===== config.mk =====
export PLATFORM = sky130hd
export DESIGN_NAME = flash_erase_host
export DESIGN_NICKNAME = d
export VERILOG_FILES = /design/src/core/flash_host_pkg.sv /design/src/core/flash_bus_cycle.sv /design/src/core/flash_erase_host.sv
export SDC_FILE = /design/constraint.sdc
export NUM_CORES = 1
export LEC_CHECK = 0
export BUFFER_PORTS_ARGS = -buffer_cell sky130_fd_sc_hd__clkbuf_2
export CORE_ASPECT_RATIO = 1.5
export CORE_MARGIN = 4
export CORE_UTILIZATION = 40
export CTS_CLUSTER_SIZE = 12
export DETAILED_ROUTE_END_ITERATION = 12
export GPL_ROUTABILITY_DRIVEN = 0
export PLACE_DENSITY_LB_ADDON = 0.25
export SLEW_MARGIN = 20
export SYNTH_ARGS = -nofsm -noshare
export SYNTH_HDL_FRONTEND = slang
export SYNTH_HIERARCHICAL = 1
export SYNTH_SLANG_ARGS = --single-unit
export TNS_END_PERCENT = 20

===== constraint.sdc =====
create_clock -name core_clk_in -period 2.15 [get_ports core_clk_in]
set_input_delay 0.215 -clock core_clk_in [delete_from_list [all_inputs] [get_ports core_clk_in]]
set_output_delay 0.215 -clock core_clk_in [all_outputs]
set_load 0.03 [all_outputs]

===== src/core/flash_host_pkg.sv =====
// constants and types for the flash erase command host controller
// Operation
// - bypass exit: 90 then 00
// - chip erase: six writes ending 10
// - block erase sixth write 30, repeatable
// - add blocks within 50 us window
// - resume with single 30 write
// - security command address outside security area
package flash_host_pkg;

	localparam int addr_w = 20;
	localparam int data_w = 16;

	localparam logic [10:0] unlock_a_word = 11'h555;
	localparam logic [10:0] unlock_b_word = 11'h2aa;
	localparam logic [11:0] unlock_a_byte = 12'haaa;
	localparam logic [11:0] unlock_b_byte = 12'h555;
	localparam logic [addr_w-1:0] security_cmd_addr = 20'h01000;

	localparam logic [7:0] code_unlock1 = 8'haa;
	localparam logic [7:0] code_unlock2 = 8'h55;
	localparam logic [7:0] code_setup = 8'h80;
	localparam logic [7:0] code_chip = 8'h10;
	localparam logic [7:0] code_block = 8'h30;
	localparam logic [7:0] code_resume = 8'h30;
	localparam logic [7:0] code_suspend = 8'hb0;
	localparam logic [7:0] code_bypass_exit1 = 8'h90;
	localparam logic [7:0] code_bypass_exit2 = 8'h00;
	localparam logic [7:0] code_security = 8'hb8;
	localparam logic [7:0] code_reset = 8'hf0;

	localparam int polling_bit_pos = 7;

	// bus timing of one write or read, in clock cycles at 100 MHz
	localparam int clk_period_ns = 10;
	localparam int wr_pulse_ns = 50;
	localparam int rd_access_ns = 80;
	localparam int wr_pulse_cycles = (wr_pulse_ns + clk_period_ns - 1) / clk_period_ns;
	localparam int rd_access_cycles = (rd_access_ns + clk_period_ns - 1) / clk_period_ns;
	localparam logic [3:0] wr_pulse_cnt = 4'(wr_pulse_cycles);
	localparam logic [3:0] rd_access_cnt = 4'(rd_access_cycles);
	// block-select window is 50 us; the host accepts an addition only until a count of the whole window runs out
	localparam int select_window_us = 50;
	localparam int select_window_cycles = (select_window_us * 1000) / clk_period_ns;

	typedef enum logic [3:0] {
		op_none = 4'h0,
		op_chip_erase = 4'h1,
		op_block_erase = 4'h2,
		op_add_block = 4'h3,
		op_suspend = 4'h4,
		op_resume = 4'h5,
		op_bypass_exit = 4'h6,
		op_security = 4'h7,
		op_reset = 4'h8,
		op_read = 4'h9
	} host_op_e;

	typedef struct packed {
		host_op_e op;
		logic [addr_w-1:0] addr;
	} host_req_s;

	typedef struct packed {
		logic [addr_w-1:0] addr;
		logic [data_w-1:0] dq_out;
		logic dq_oe;
		logic ce_n;
		logic oe_n;
		logic we_n;
	} flash_pins_s;

endpackage


===== src/core/flash_bus_cycle.sv =====
// one asynchronous flash bus cycle, write or read, timed in clock cycles
`timescale 1ns/10ps
module flash_bus_cycle (
	input wire logic core_clk_in,
	input wire logic rstn_in,
	input wire logic start_in,
	input wire logic is_write_in,
	input wire logic [flash_host_pkg::addr_w-1:0] addr_in,
	input wire logic [flash_host_pkg::data_w-1:0] data_in,
	input wire logic [flash_host_pkg::data_w-1:0] dq_in,
	output flash_host_pkg::flash_pins_s pins_out,
	output logic [flash_host_pkg::data_w-1:0] rdata_out,
	output logic done_out
);

	typedef enum logic [1:0] {
		cyc_idle = 2'b00,
		cyc_active = 2'b01,
		cyc_recover = 2'b10
	} cyc_state_e;

	typedef struct packed {
		cyc_state_e st;
		logic [3:0] cnt;
		logic wr;
		flash_host_pkg::flash_pins_s pins;
		logic [flash_host_pkg::data_w-1:0] rdata;
		logic done;
	} cyc_s;

	cyc_s cur_reg;
	cyc_s cur_next;

	always_comb begin
		cur_next = cur_reg;
		cur_next.done = 1'b0;
		unique case (cur_reg.st)
			cyc_idle: begin
				if (start_in) begin
					cur_next.st = cyc_active;
					cur_next.wr = is_write_in;
					cur_next.pins.addr = addr_in;
					cur_next.pins.dq_out = data_in;
					cur_next.pins.dq_oe = is_write_in;
					cur_next.pins.ce_n = 1'b0;
					cur_next.pins.we_n = ~is_write_in;
					cur_next.pins.oe_n = is_write_in;
					cur_next.cnt = is_write_in ? flash_host_pkg::wr_pulse_cnt : flash_host_pkg::rd_access_cnt;
				end
			end
			cyc_active: begin
				if (cur_reg.cnt == 4'h0) begin
					// data and address are latched on the rising write strobe
					cur_next.st = cyc_recover;
					cur_next.pins.we_n = 1'b1;
					cur_next.pins.oe_n = 1'b1;
					if (!cur_reg.wr) begin
						cur_next.rdata = dq_in;
					end
				end else begin
					cur_next.cnt = cur_reg.cnt - 4'h1;
				end
			end
			cyc_recover: begin
				cur_next.st = cyc_idle;
				cur_next.pins.ce_n = 1'b1;
				cur_next.pins.dq_oe = 1'b0;
				cur_next.done = 1'b1;
			end
			default: begin
				cur_next.st = cyc_idle;
			end
		endcase
	end

	always_ff @(posedge core_clk_in or negedge rstn_in) begin
		if (!rstn_in) begin
			cur_reg <= '{st: cyc_idle, cnt: 4'h0, wr: 1'b0,
				pins: '{addr: '0, dq_out: '0, dq_oe: 1'b0, ce_n: 1'b1, oe_n: 1'b1, we_n: 1'b1},
				rdata: '0, done: 1'b0};
		end else begin
			cur_reg <= cur_next;
		end
	end

	assign pins_out = cur_reg.pins;
	assign rdata_out = cur_reg.rdata;
	assign done_out = cur_reg.done;

endmodule


===== src/core/flash_erase_host.sv =====
// host-side sequencer that issues erase, suspend, resume and mode commands to the flash
`timescale 1ns/10ps
module flash_erase_host (
	input wire logic core_clk_in,
	input wire logic rstn_in,
	input wire logic byte_mode_in,
	input wire logic req_valid_in,
	input flash_host_pkg::host_req_s req_in,
	input wire logic [flash_host_pkg::data_w-1:0] dq_in,
	output logic req_ready_out,
	output logic [flash_host_pkg::addr_w-1:0] addr_out,
	output logic [flash_host_pkg::data_w-1:0] dq_out,
	output logic dq_oe_out,
	output logic ce_n_out,
	output logic oe_n_out,
	output logic we_n_out,
	output logic byte_n_out,
	output logic done_out,
	output logic [flash_host_pkg::data_w-1:0] rdata_out,
	output logic erasing_out
);

	// ------------------------------------------------------------
	// types and state
	// ------------------------------------------------------------
	typedef enum logic [1:0] {
		seq_idle = 2'b00,
		seq_issue = 2'b01,
		seq_wait = 2'b10
	} seq_state_e;

	typedef struct packed {
		seq_state_e st;
		flash_host_pkg::host_op_e op;
		logic [flash_host_pkg::addr_w-1:0] target;
		logic [2:0] idx;
		logic [2:0] last;
		logic go;
		logic ready;
		logic done;
		logic [flash_host_pkg::data_w-1:0] rdata;
		logic erasing;
		logic suspended;
		logic byte_n;
		logic [15:0] win_cnt;
	} host_s;

	host_s cur_reg;
	host_s cur_next;

	flash_host_pkg::flash_pins_s pins;
	logic [flash_host_pkg::data_w-1:0] cyc_rdata;
	logic cyc_done;
	logic [flash_host_pkg::addr_w-1:0] step_addr;
	logic [7:0] step_data;
	logic step_write;

	// ------------------------------------------------------------
	// unlock addresses per bus width
	// ------------------------------------------------------------
	function automatic logic [flash_host_pkg::addr_w-1:0] unlock_addr(input logic second, input logic bm);
		logic [flash_host_pkg::addr_w-1:0] a;
		a = '0;
		// in byte mode the extra low bit is the byte address, so the pattern shifts up
		if (bm) begin
			a[11:0] = second ? flash_host_pkg::unlock_b_byte : flash_host_pkg::unlock_a_byte;
		end else begin
			a[10:0] = second ? flash_host_pkg::unlock_b_word : flash_host_pkg::unlock_a_word;
		end
		return a;
	endfunction

	// ------------------------------------------------------------
	// per-step address and data of the current command
	// ------------------------------------------------------------
	always_comb begin
		step_addr = cur_reg.target;
		step_data = flash_host_pkg::code_reset;
		step_write = 1'b1;
		unique case (cur_reg.op)
			flash_host_pkg::op_chip_erase, flash_host_pkg::op_block_erase: begin
				unique case (cur_reg.idx)
					3'h0, 3'h3: begin
						step_addr = unlock_addr(1'b0, byte_mode_in);
						step_data = flash_host_pkg::code_unlock1;
					end
					3'h1, 3'h4: begin
						step_addr = unlock_addr(1'b1, byte_mode_in);
						step_data = flash_host_pkg::code_unlock2;
					end
					3'h2: begin
						step_addr = unlock_addr(1'b0, byte_mode_in);
						step_data = flash_host_pkg::code_setup;
					end
					default: begin
						if (cur_reg.op == flash_host_pkg::op_chip_erase) begin
							step_addr = unlock_addr(1'b0, byte_mode_in);
							step_data = flash_host_pkg::code_chip;
						end else begin
							step_data = flash_host_pkg::code_block;
						end
					end
				endcase
			end
			flash_host_pkg::op_add_block: step_data = flash_host_pkg::code_block;
			flash_host_pkg::op_suspend: step_data = flash_host_pkg::code_suspend;
			flash_host_pkg::op_resume: step_data = flash_host_pkg::code_resume;
			flash_host_pkg::op_bypass_exit: begin
				step_data = (cur_reg.idx == 3'h0) ? flash_host_pkg::code_bypass_exit1 :
					flash_host_pkg::code_bypass_exit2;
			end
			flash_host_pkg::op_security: begin
				step_addr = flash_host_pkg::security_cmd_addr;
				step_data = flash_host_pkg::code_security;
			end
			flash_host_pkg::op_read: step_write = 1'b0;
			default: step_data = flash_host_pkg::code_reset;
		endcase
	end

	// ------------------------------------------------------------
	// command legality and sequencing
	// ------------------------------------------------------------
	always_comb begin
		cur_next = cur_reg;
		cur_next.go = 1'b0;
		cur_next.done = 1'b0;
		cur_next.byte_n = ~byte_mode_in;
		if (cur_reg.win_cnt != 16'h0) begin
			cur_next.win_cnt = cur_reg.win_cnt - 16'h1;
		end
		unique case (cur_reg.st)
			seq_idle: begin
				cur_next.ready = 1'b1;
				if (req_valid_in && cur_reg.ready) begin
					cur_next.ready = 1'b0;
					cur_next.op = req_in.op;
					cur_next.target = req_in.addr;
					cur_next.idx = 3'h0;
					cur_next.last = 3'h0;
					cur_next.st = seq_issue;
					unique case (req_in.op)
						flash_host_pkg::op_chip_erase, flash_host_pkg::op_block_erase: cur_next.last = 3'h5;
						flash_host_pkg::op_bypass_exit: cur_next.last = 3'h1;
						// a block joins only while the select window is still open
						flash_host_pkg::op_add_block: begin
							if (cur_reg.win_cnt == 16'h0) begin
								cur_next.st = seq_idle;
								cur_next.done = 1'b1;
							end
						end
						// the reset is ignored while suspended, so it is not sent
						flash_host_pkg::op_reset: begin
							if (cur_reg.suspended) begin
								cur_next.st = seq_idle;
								cur_next.done = 1'b1;
							end
						end
						flash_host_pkg::op_resume: begin
							if (!cur_reg.suspended) begin
								cur_next.st = seq_idle;
								cur_next.done = 1'b1;
							end
						end
						default: cur_next.last = 3'h0;
					endcase
				end
			end
			seq_issue: begin
				cur_next.go = 1'b1;
				cur_next.st = seq_wait;
			end
			seq_wait: begin
				if (cyc_done) begin
					if (cur_reg.idx == cur_reg.last) begin
						cur_next.st = seq_idle;
						cur_next.done = 1'b1;
						cur_next.rdata = cyc_rdata;
						unique case (cur_reg.op)
							flash_host_pkg::op_chip_erase: begin
								cur_next.erasing = 1'b1;
								cur_next.win_cnt = 16'h0;
							end
							flash_host_pkg::op_block_erase, flash_host_pkg::op_add_block: begin
								cur_next.erasing = 1'b1;
								cur_next.win_cnt = 16'(flash_host_pkg::select_window_cycles);
							end
							flash_host_pkg::op_suspend: begin
								cur_next.suspended = cur_reg.erasing;
								cur_next.win_cnt = 16'h0;
							end
							flash_host_pkg::op_resume: cur_next.suspended = 1'b0;
							flash_host_pkg::op_reset: cur_next.erasing = 1'b0;
							flash_host_pkg::op_read: begin
								// polling bit reads one again once the erase is over
								if (cur_reg.erasing && !cur_reg.suspended && cyc_rdata[flash_host_pkg::polling_bit_pos]) begin
									cur_next.erasing = 1'b0;
								end
							end
							default: cur_next.erasing = cur_reg.erasing;
						endcase
					end else begin
						cur_next.idx = cur_reg.idx + 3'h1;
						cur_next.st = seq_issue;
					end
				end
			end
			default: cur_next.st = seq_idle;
		endcase
	end

	always_ff @(posedge core_clk_in or negedge rstn_in) begin
		if (!rstn_in) begin
			cur_reg <= '{st: seq_idle, op: flash_host_pkg::op_none, target: '0, idx: 3'h0, last: 3'h0,
				go: 1'b0, ready: 1'b0, done: 1'b0, rdata: '0, erasing: 1'b0, suspended: 1'b0,
				byte_n: 1'b1, win_cnt: 16'h0};
		end else begin
			cur_reg <= cur_next;
		end
	end

	// ------------------------------------------------------------
	// bus cycle engine
	// ------------------------------------------------------------
	flash_bus_cycle u_cycle (
		.core_clk_in(core_clk_in),
		.rstn_in(rstn_in),
		.start_in(cur_reg.go),
		.is_write_in(step_write),
		.addr_in(step_addr),
		.data_in({8'h00, step_data}),
		.dq_in(dq_in),
		.pins_out(pins),
		.rdata_out(cyc_rdata),
		.done_out(cyc_done)
	);

	assign req_ready_out = cur_reg.ready;
	assign addr_out = pins.addr;
	assign dq_out = pins.dq_out;
	assign dq_oe_out = pins.dq_oe;
	assign ce_n_out = pins.ce_n;
	assign oe_n_out = pins.oe_n;
	assign we_n_out = pins.we_n;
	assign byte_n_out = cur_reg.byte_n;
	assign done_out = cur_reg.done;
	assign rdata_out = cur_reg.rdata;
	assign erasing_out = cur_reg.erasing;

endmodule


==> run summary, run 1 <==
Die width: 115.3 microns
CP most frequent cell: ha_4
CP required: 2450 ps
Max Fanout on Critical Path: 6
WL final: 16.06 mm
Failing checks: negative setup slack
Worst min path class: in -> reg
Worst Path Arrival: 2510 ps
Root Buffer: clkbuf_16
Post-Synth XOR/XNOR Area: 0.5075%
Fmax achieved: 0.4532 GHz
CP cell instances: ha_4 -> ha_4 -> o21bai_4 -> or3_4 -> a211oi_4 -> o21ai_1 -> mux2_4
Sink Count: 133
Number of cells on the critical path: 7
Post-synthesis cell count: 647
First drt pass iteration count: 4
DR WL/cell: 16.89 microns
Area of placed instances: 0.007385 sq mm
Worst setup path class: reg -> reg
Total GRT Usage: 17.20%
Htree depth: 4
Nets: 780
Clock Skew: 10.27 ps
Sequential share of the synthesized area: 48.29%
DR DRC count: 0
Max reg flops: 49
Die height: 168.9 microns
Dominant combinational cell family by area after synthesis: simple AND/OR/NAND/NOR gates
Top Family by Delay on Critical Path: compound AO/OA/AOI/OAI gates
Bufs and invs on worst path: 0
Slowest CP cell: dfrtp_1
Pwr per Cell Area: 1625 mW/mm^2
Slew HR: 59.11%
Rows: 58
Count of port buffers added during placement: 103
DP HPWL: 11.54 mm
Critical path endpoint category: flop
# setup viols final: 11
Worst skew pair latency: 420 ps
Mux cell area share after synthesis: 11.98%
Die Footprint: 0.01947 sq mm
Clk pin slew, worst setup/hold paths: 60 ps
Ys Warns: 6
First-pass GRT wire length: 26.59 mm
Asr flop ratio synth: 100.0%
Largest net degree at the start of global routing: 58
MaxCap Viol Count: 0
Compound-Gate Fraction of Synth Area: 12.31%
Clock Path Buffers: 2
Seq cells post-synth: 133
CP max stage delay: 430 ps
Vias after detailed routing: 4986
Post-Synth Adder-Cell Area: 1.595%
Status: finished with violations
Commonest cells after routing, fill and taps aside: dfrtp_1, clkbuf_2, nand2_1, mux2_2, o21ai_0
Simple-gate share of the synthesized area: 14.32%
Layout area overhead: 19.97%
Final max-slew violation count: 0
RSZ-0062 raised after global routing: yes
Worst IR Drop VDD: 0.7177 mV
Commonest non-fill, non-tap cell in the layout: dfrtp_1
GR Overflow Total: 0
Initial antenna violation count: 0
Initial DRC count: 209
Starting density of the core: 41.00%
Total power: 13.46 mW
Synthesized area: 0.006903 sq mm
Vias in the first global route: 5393
Final hold vios: 0
Setup WS post-layout: -56.34 ps
Number of synthesized flops with an enable pin: 0
Leakage dissipation: 3.840 nW
Worst R2R Path Depth: 7
Cts bufs inserted: 17
Num ports: 104
Via-to-Cell Ratio: 5.243
# diodes: 0
Hold path cells: 3
Core Box Area: 0.01684 sq mm
CTS tree: yes
Top_reg_cell synth: dfrtp_1
Worst-Margin Slew: 611.6 ps
Setup crit start kind: flop
Synthesized area per cell: 10.67 sq um
Post-DRT Antenna Nets: 0
Fin crit share: 102.6%
Layout cells sized above 1: 37.65%
Min Tclk post-route: 2206 ps
Count of cell types in the netlist: 78
Post-route cell area: 0.008282 sq mm
## metal layers
layer  up-vias  wire [microns]  track usage (%)
met3        25             577            3.541
met1      2483            6665            20.11
met5         -               0                0
met2       117            8439            30.02
met4         0             375            7.610
li1       2361               -                -
## Yosys cell counts, types with 4 or more instances
library cell	instances	area share [%]
a21oi_1	18	1.3
nand2b_1	7	0.63
inv_1	24	1.3
buf_4	73	7.9
nor2_1	14	0.76
mux2_2	69	11
a31oi_1	5	0.45
dfstp_2	4	1.5
a211oi_1	9	0.98
o21ai_0	41	3.0
nand3_1	6	0.44
a21o_1	5	0.54
o21a_1	5	0.54
or3_1	6	0.54
o31ai_1	9	0.98
nor3_1	14	1.0
o21bai_1	5	0.54
clkbuf_1	11	0.60
dfrtp_1	129	47
ha_1	8	1.5
nand2_1	72	3.9
nand4_1	4	0.36
nor2b_1	15	1.4
mux2i_1	5	0.73
nand3b_1	5	0.54
buf_2	10	0.73
a2bb2oi_1	4	0.51
## worst register-to-register path: stages, from the launching register on
cell and delay [ps]:
dfrtp_1 430, ha_4 190, ha_4 160, o21bai_4 180, or3_4 350, a211oi_4 370
o21ai_1 130, mux2_4 280
## area by class of cell
type                            instances  area [sq um]
Multi-Input combinational cell        400          3009
Clock inverter                         13         138.9
Inverter                               25         93.84
Tap cell                              210         262.8
Timing Repair Buffer                  151         989.7
Sequential cell                       133          3334
Fill cell                            1549          8554
Clock buffer                           19         452.9
## worst paths after layout
check | slack (ps) | start | to
min reg2reg | 470 | cur_reg[62]$_DFFE_PN0P_ | cur_reg[62]$_DFFE_PN0P_
min | 10 | req_in[10] | cur_reg[54]$_DFFE_PN0P_
max | -60 | cur_reg[42]$_DFFE_PN0P_ | u_cycle/pins_out[22]$_DFFE_PN0P_
max in group asynchronous | 1120 | rstn_in | u_cycle/rdata_out[7]$_DFFE_PN0P_
max reg2reg | -60 | cur_reg[42]$_DFFE_PN0P_ | u_cycle/pins_out[22]$_DFFE_PN0P_
min in group asynchronous | 340 | rstn_in | rdata_out[12]$_DFFE_PN0P_
## report_power, final
part           switching (mW)  internal, mW
Clock                    1.18          1.69
Combinational            3.56          2.54
Sequential              0.845          3.65
Total                    5.58          7.88
## cells by family after synthesis
family                   after synthesis
multiplexers                          74
other                                  1
flip-flops                           133
XOR/XNOR                               4
AND/OR/NAND/NOR                      178
AO/OA/AOI/OAI                        127
buffers and inverters                121
adder cells (fa/ha/maj)                9
## timing repair
action | CTS | global route
setup endpoints to repair | 11 | 21
hold buffers | 18 | 0
setup buffers | 2 | 0
gates cloned | 0 | 0
pin swaps | 5 | 12
endpoints found under the hold margin | 67 | 0
resized for setup | 13 | 15
## per-stage QoR
step	worst slack, ps	instances	hold slack (ps)	TNS (ps)	util (%)
after CTS	-23.35	951	0.5692	-23.35	48.86
after detailed placement	-113.1	899	223.9	-947.5	43.86
final	-56.34	951	13.73	-241.4	49.19
after global routing	-139.4	951	11.30	-1133	49.19
after global placement	-45.80	899	221.8	-417.0	43.86
after floorplan	-32.34	654	-80.59	-194.0	-
Note: power is estimated with default switching activity, not from simulation.
==> inputs of run 2 (changes only) <==
- CORE_ASPECT_RATIO: 1.5 -> 1.4
==> run summary, run 2 (synthesis results as in run 1) <==
Status: finished clean
First drt pass iteration count: 4 (unchanged)
Count of port buffers added during placement: 103 (unchanged)
Cts bufs inserted: 17 (unchanged)
Die height: 163.4 microns (-3.2%)
CP required: 2450 ps (about the same)
Max reg flops: 49 (unchanged)
MaxCap Viol Count: 0 (unchanged)
Area of placed instances: 0.007402 sq mm (+0.24%)
Final hold vios: 0 (unchanged)
Worst Path Arrival: 2420 ps (-90 ps)
Slew HR: 63.52% (+4.4 points)
Core Box Area: 0.01689 sq mm (+0.30%)
CP max stage delay: 400 ps (-30 ps)
Vias in the first global route: 5270 (-2.3%)
Net Switching: 5.336 mW (-4.4%)
# diodes: 0 (unchanged)
First-pass GRT wire length: 25.65 mm (-3.6%)
Clk pin slew, worst setup/hold paths: 60 ps (about the same)
R2R Setup Slk: 30 ps (+90 ps)
Clock Path Buffers: 2 (unchanged)
Max Fanout on Critical Path: 5 (-1)
CP cell instances: inv_1 -> ha_2 -> or3b_1 -> a2111oi_4 -> a211oi_2 -> a21o_1 -> mux2_2
Sw frac: 40.34% (-1.1 points)
Final max-slew violation count: 0 (unchanged)
Leakage dissipation: 3.787 nW (-1.4%)
Via-to-Cell Ratio: 5.067 (-3.4%)
Layout cells sized above 1: 37.45% (-0.20 points)
Die width: 119.0 microns (+3.3%)
Worst setup path class: reg -> reg
Worst min path class: in -> reg
Top Family by Delay on Critical Path: compound AO/OA/AOI/OAI gates
Initial antenna violation count: 0 (unchanged)
Worst-Margin Slew: 545.1 ps (-66.50 ps)
Worst IR Drop VDD: 0.5575 mV (-22%)
DP HPWL: 11.03 mm (-4.4%)
Die Footprint: 0.01945 sq mm (about the same)
Most Used Layer, Global Route: met2
Largest net degree at the start of global routing: 53 (-8.6%)
WL final: 15.23 mm (-5.2%)
Pwr per Cell Area: 1610 mW/mm^2 (-0.93%)
# setup viols final: 0 (-11)
Htree depth: 4 (unchanged)
Total GRT Usage: 16.37% (-0.83 points)
GR Overflow Total: 0 (unchanged)
Fin crit share: 98.61% (-4.0 points)
Flop pwr share: 33.9% (+0.5 points)
Nets: 776 (-0.51%)
Bufs and invs on worst path: 1 (+1)
Combinational power share: 44.3% (-0.9 points)
Commonest non-fill, non-tap cell in the layout: dfrtp_1
Sink Count: 133 (unchanged)
Post-DRT Antenna Nets: 0 (unchanged)
Internal Pwr Total: 7.892 mW (+0.15%)
Clock Skew: 19.19 ps (+8.922 ps)
Initial DRC count: 208 (-0.48%)
Num ports: 104 (unchanged)
Vias after detailed routing: 4910 (-1.5%)
Min Tclk post-route: 2120 ps (-86.21 ps)
Clock Power Share: 21.8% (+0.5 points)
Post-route cell area: 0.008215 sq mm (-0.80%)
Root Buffer: clkbuf_16
DR WL/cell: 15.72 microns (-6.9%)
Slowest CP cell: dfrtp_1
Met3 usage: 4.260% (+0.72 points)
Rows: 56 (-3.4%)
Starting density of the core: 40.88% (-0.12 points)
Setup Fix Bufs, Post-CTS: 0 (-2)
DR DRC count: 0 (unchanged)
Worst skew pair latency: 420 ps (about the same)
Commonest cells after routing, fill and taps aside: dfrtp_1, clkbuf_2, nand2_1, mux2_2, o21ai_0
RSZ-0062 raised after global routing: yes
CTS tree: yes
GRT met1 Usage: 18.22% (-1.9 points)
Fmax achieved: 0.4717 GHz (+4.1%)
Layout area overhead: 19.01%
Fin Setup TNS: 0 ps (+241.4 ps)
Critical path endpoint category: flop
Setup crit start kind: flop
Hold slack: 12.57 ps (-1.157 ps)
Global-route met2 utilization: 30.20% (+0.19 points)
==> run 2: cell types whose count changed in the layout (fill, tap and decap cells not counted), moves of 3 or more <==
cell	previous run	this run
mux2_2	63	68
dlygate4sd3_1	18	14
mux2_4	6	1
o21ai_0	34	38
inv_6	4	1
o21ai_1	6	3
==> run 2: path summary, 6_finish.rpt <==
path	start	to	depth (start not counted)
setup / recovery	cur_reg[42]$_DFFE_PN0P_	u_cycle/pins_out[29]$_DFFE_PN0P_	7
setup reg to reg	cur_reg[42]$_DFFE_PN0P_	u_cycle/pins_out[29]$_DFFE_PN0P_	7
max in group asynchronous	rstn_in	u_cycle/rdata_out[10]$_DFFE_PN0P_	3
hold reg to reg	cur_reg[60]$_DFFE_PN0P_	cur_reg[60]$_DFFE_PN0P_	2
min in group asynchronous	rstn_in	cur_reg[14]$_DFF_PN0_	2
hold / removal	req_in[8]	cur_reg[52]$_DFFE_PN0P_	3
==> run 2: timing repair <==
item / CTS / global route
endpoints found under the setup margin: 11 / 19
hold buffers: 14 / 0
hold endpoints to repair: 62 / 0
cloned: 0 / 0
gates resized for setup: 4 / 12
pin swaps: 1 / 3
==> run 2: metrics by stage <==
stage	instances	util (%)	power (mW)	worst slack, ps
2_1_floorplan	654	-	9.315	-32.34
3_3_place_gp	923	43.84	10.10	-27.36
3_5_place_dp	923	43.84	10.28	-80.89
4_1_cts	969	48.30	13.28	-5.346
5_1_grt	969	48.65	14.14	-54.33
6_report	969	48.65	13.23	29.87
==> run 2: power by group through the flow <==
| stage | registers (mW) | clock network (mW) | logic, mW |
|---|---|---|---|
| global placement | 4.47 | 0 | 5.64 |
| CTS | 4.49 | 2.96 | 5.83 |
| global route | 4.64 | 3.09 | 6.42 |
| floorplan | 4.28 | 0 | 5.04 |
| detailed placement | 4.52 | 0 | 5.76 |
| finish | 4.49 | 2.89 | 5.85 |
==> run 2: routing by layer <==
layer,wire length (microns),vias to the layer above
met5,0,-
met3,600,19
li1,-,2360
met2,8281,93
met4,279,0
met1,6071,2438
==> run 2: layout make-up <==
cell class              instances  area [sq um]
clock buffers                  22         474.2
multi-input cells             400          2975
clock inverters                10         122.6
well taps                     232         290.3
repair buffers                147         924.6
fillers                      1509          8671
flip-flops and latches        133          3334
inverters                      25         93.84
==> run 2: tightest hold or removal path: stages <==
cell	delay [ps]
clkbuf_2	70
nand2_1	30
o21ai_0	70
==> inputs of run 3 (changes only) <==
- CAP_MARGIN: not set -> 20
- HOLD_SLACK_MARGIN: not set -> 0.08
- SLEW_MARGIN: 20 -> not set
==> run summary, run 3 (synthesis results as in run 1) <==
CP cell instances: inv_1 -> ha_2 -> or3b_1 -> a2111oi_4 -> a211oi_2 -> a21o_1 -> mux2_2
Worst skew pair latency: 420 ps (about the same)
CP required: 2450 ps (about the same)
Sw frac: 40.23% (-0.11 points)
Critical Path Source: cur_reg[42]$_DFFE_PN0P_
Clk pin slew, worst setup/hold paths: 60 ps (about the same)
CP max stage delay: 400 ps (about the same)
Flop pwr share: 33.8% (about the same)
Fin crit share: 98.64% (about the same)
Combinational power share: 44.5% (+0.2 points)
Nets: 802 (+3.4%)
Worst IR Drop VDD: 0.5621 mV (+0.83%)
Fmax achieved: 0.4716 GHz (about the same)
Internal Pwr Total: 7.931 mW (+0.49%)
Via-to-Cell Ratio: 4.997 (-1.4%)
Vias after detailed routing: 4972 (+1.3%)
Die Footprint: 0.01945 sq mm (unchanged)
DP HPWL: 11.03 mm (unchanged)
Net Switching: 5.338 mW (about the same)
RSZ-0062 raised after global routing: yes
Initial antenna violation count: 0 (unchanged)
Worst Path Arrival: 2420 ps (about the same)
Hold slack: 113.8 ps (+101.2 ps)
Die width: 119.0 microns (unchanged)
Rows: 56 (unchanged)
Post-DRT Antenna Nets: 0 (unchanged)
Reg2Reg Capture Point: u_cycle/pins_out[23]$_DFFE_PN0P_
R2R Setup Slk: 30 ps (about the same)
Commonest cells after routing, fill and taps aside: dfrtp_1, clkbuf_2, nand2_1, mux2_2, dlygate4sd3_1
GRT met1 Usage: 18.54% (+0.32 points)
Total GRT Usage: 16.50% (+0.13 points)
Met3 usage: 4.122% (-0.14 points)
Max reg flops: 49 (unchanged)
Max Fanout on Critical Path: 5 (unchanged)
Clock Path Buffers: 2 (unchanged)
Worst R2R Path Depth: 7 (unchanged)
WL final: 15.32 mm (+0.56%)
Htree depth: 4 (unchanged)
# setup viols final: 0 (unchanged)
Vias in the first global route: 5340 (+1.3%)
DR DRC count: 0 (unchanged)
Slowest CP cell: dfrtp_1
Layout area overhead: 22.78%
First-pass GRT wire length: 25.86 mm (+0.83%)
Min Tclk post-route: 2121 ps (+0.5331 ps)
Hold Path End: cur_reg[64]$_DFFE_PN0P_
Sink Count: 133 (unchanged)
Initial DRC count: 203 (-2.4%)
Die height: 163.4 microns (unchanged)
First drt pass iteration count: 4 (unchanged)
Clock Skew: 15.16 ps (-4.029 ps)
Setup crit start kind: flop
Worst setup path class: reg -> reg
Starting density of the core: 40.88% (unchanged)
Leakage dissipation: 3.898 nW (+2.9%)
Critical path endpoint category: flop
Total power: 13.27 mW (+0.30%)
Pwr per Cell Area: 1565 mW/mm^2 (-2.8%)
Worst-Margin Slew: 529.7 ps (-15.45 ps)
Global-route met2 utilization: 30.31% (+0.10 points)
DR WL/cell: 15.39 microns (-2.1%)
Layout cells sized above 1: 36.17% (-1.3 points)
Final hold vios: 0 (unchanged)
Worst min path class: in -> reg
Core Box Area: 0.01689 sq mm (unchanged)
Cts bufs inserted: 17 (unchanged)
Num ports: 104 (unchanged)
Root Buffer: clkbuf_16
GR Overflow Total: 0 (unchanged)
Most Used Layer, Global Route: met2
Largest net degree at the start of global routing: 53 (unchanged)
# diodes: 0 (unchanged)
Final max-slew violation count: 0 (unchanged)
Slew HR: 64.56% (+1.0 points)
CTS tree: yes
MaxCap Viol Count: 0 (unchanged)
Min-delay src: req_in[20]
Hold path cells: 3 (unchanged)
Status: finished clean
Count of port buffers added during placement: 103 (unchanged)
Clock Power Share: 21.8% (about the same)
FF-to-FF Start: cur_reg[42]$_DFFE_PN0P_
Commonest non-fill, non-tap cell in the layout: dfrtp_1
[run 3: changes by cell type in the layout (fill, tap and decap cells not counted), sizes merged]
| cell | before | now |
|---|---|---|
| dlygate4sd3 | 14 | 40 |
[run 3: per-layer routing]
layer,vias up,routed length [microns]
met5,-,0
met4,0,297
met3,21,612
met2,97,8224
met1,2447,6182
li1,2407,-
[run 3: how the worst max path moves through the flow]
stage                                                  end  cells after the start
after detailed placement  u_cycle/pins_out[27]$_DFFE_PN0P_                      8
after global placement    u_cycle/pins_out[20]$_DFFE_PN0P_                      7
after global routing      u_cycle/pins_out[30]$_DFFE_PN0P_                      7
after CTS                 u_cycle/pins_out[20]$_DFFE_PN0P_                      7
final                     u_cycle/pins_out[23]$_DFFE_PN0P_                      7
after floorplan           u_cycle/pins_out[20]$_DFFE_PN0P_                      7
[run 3: worst max-delay path, delay by kind of cell (launching register included)]
kind                     cells  cell delay (ps)
adder cells (fa/ha/maj)      1              220
multiplexers                 1              260
buffers and inverters        1               90
AO/OA/AOI/OAI                3              620
AND/OR/NAND/NOR              1              400
flip-flops                   1              400
[run 3: power by group through the flow]
stage                     clock network [mW]  registers (mW)  logic (mW)
after CTS                               2.96            4.49        5.88
after floorplan                            0            4.28        5.04
after detailed placement                   0            4.52        5.76
final                                   2.89            4.48        5.90
after global placement                     0            4.47        5.64
after global routing                    3.08            4.64        6.47
[run 3: cell type report]
class	count	area, sq um
tap	232	290.3
multi-input combinational	400	2975
inverter	25	93.84
fill	1484	8411
sequential	133	3334
clock buffer	22	474.2
timing repair buffer	173	1185
clock inverter	10	122.6
[run 3: timing repair]
action                                 in CTS  in global routing
setup endpoints to repair                  11                 19
endpoints found under the hold margin      87                  0
pin swaps                                   1                  3
buffers inserted                            0                  0
hold buffers                               40                  0
gates resized for setup                     4                 12
[run 3: through the flow]
step / instances / area [sq um] / setup slack (ps) / utilization [%] / TNS [ps]
after global routing: 995 / 8476 / -54.33 / 50.19 / -452.5
after floorplan: 654 / 6963 / -32.34 / - / -194.0
final: 995 / 8476 / 29.34 / 50.19 / 0
after global placement: 923 / 7402 / -27.36 / 43.84 / -135.7
after CTS: 995 / 8417 / -5.346 / 49.84 / -8.476
after detailed placement: 923 / 7402 / -80.89 / 43.84 / -725.4
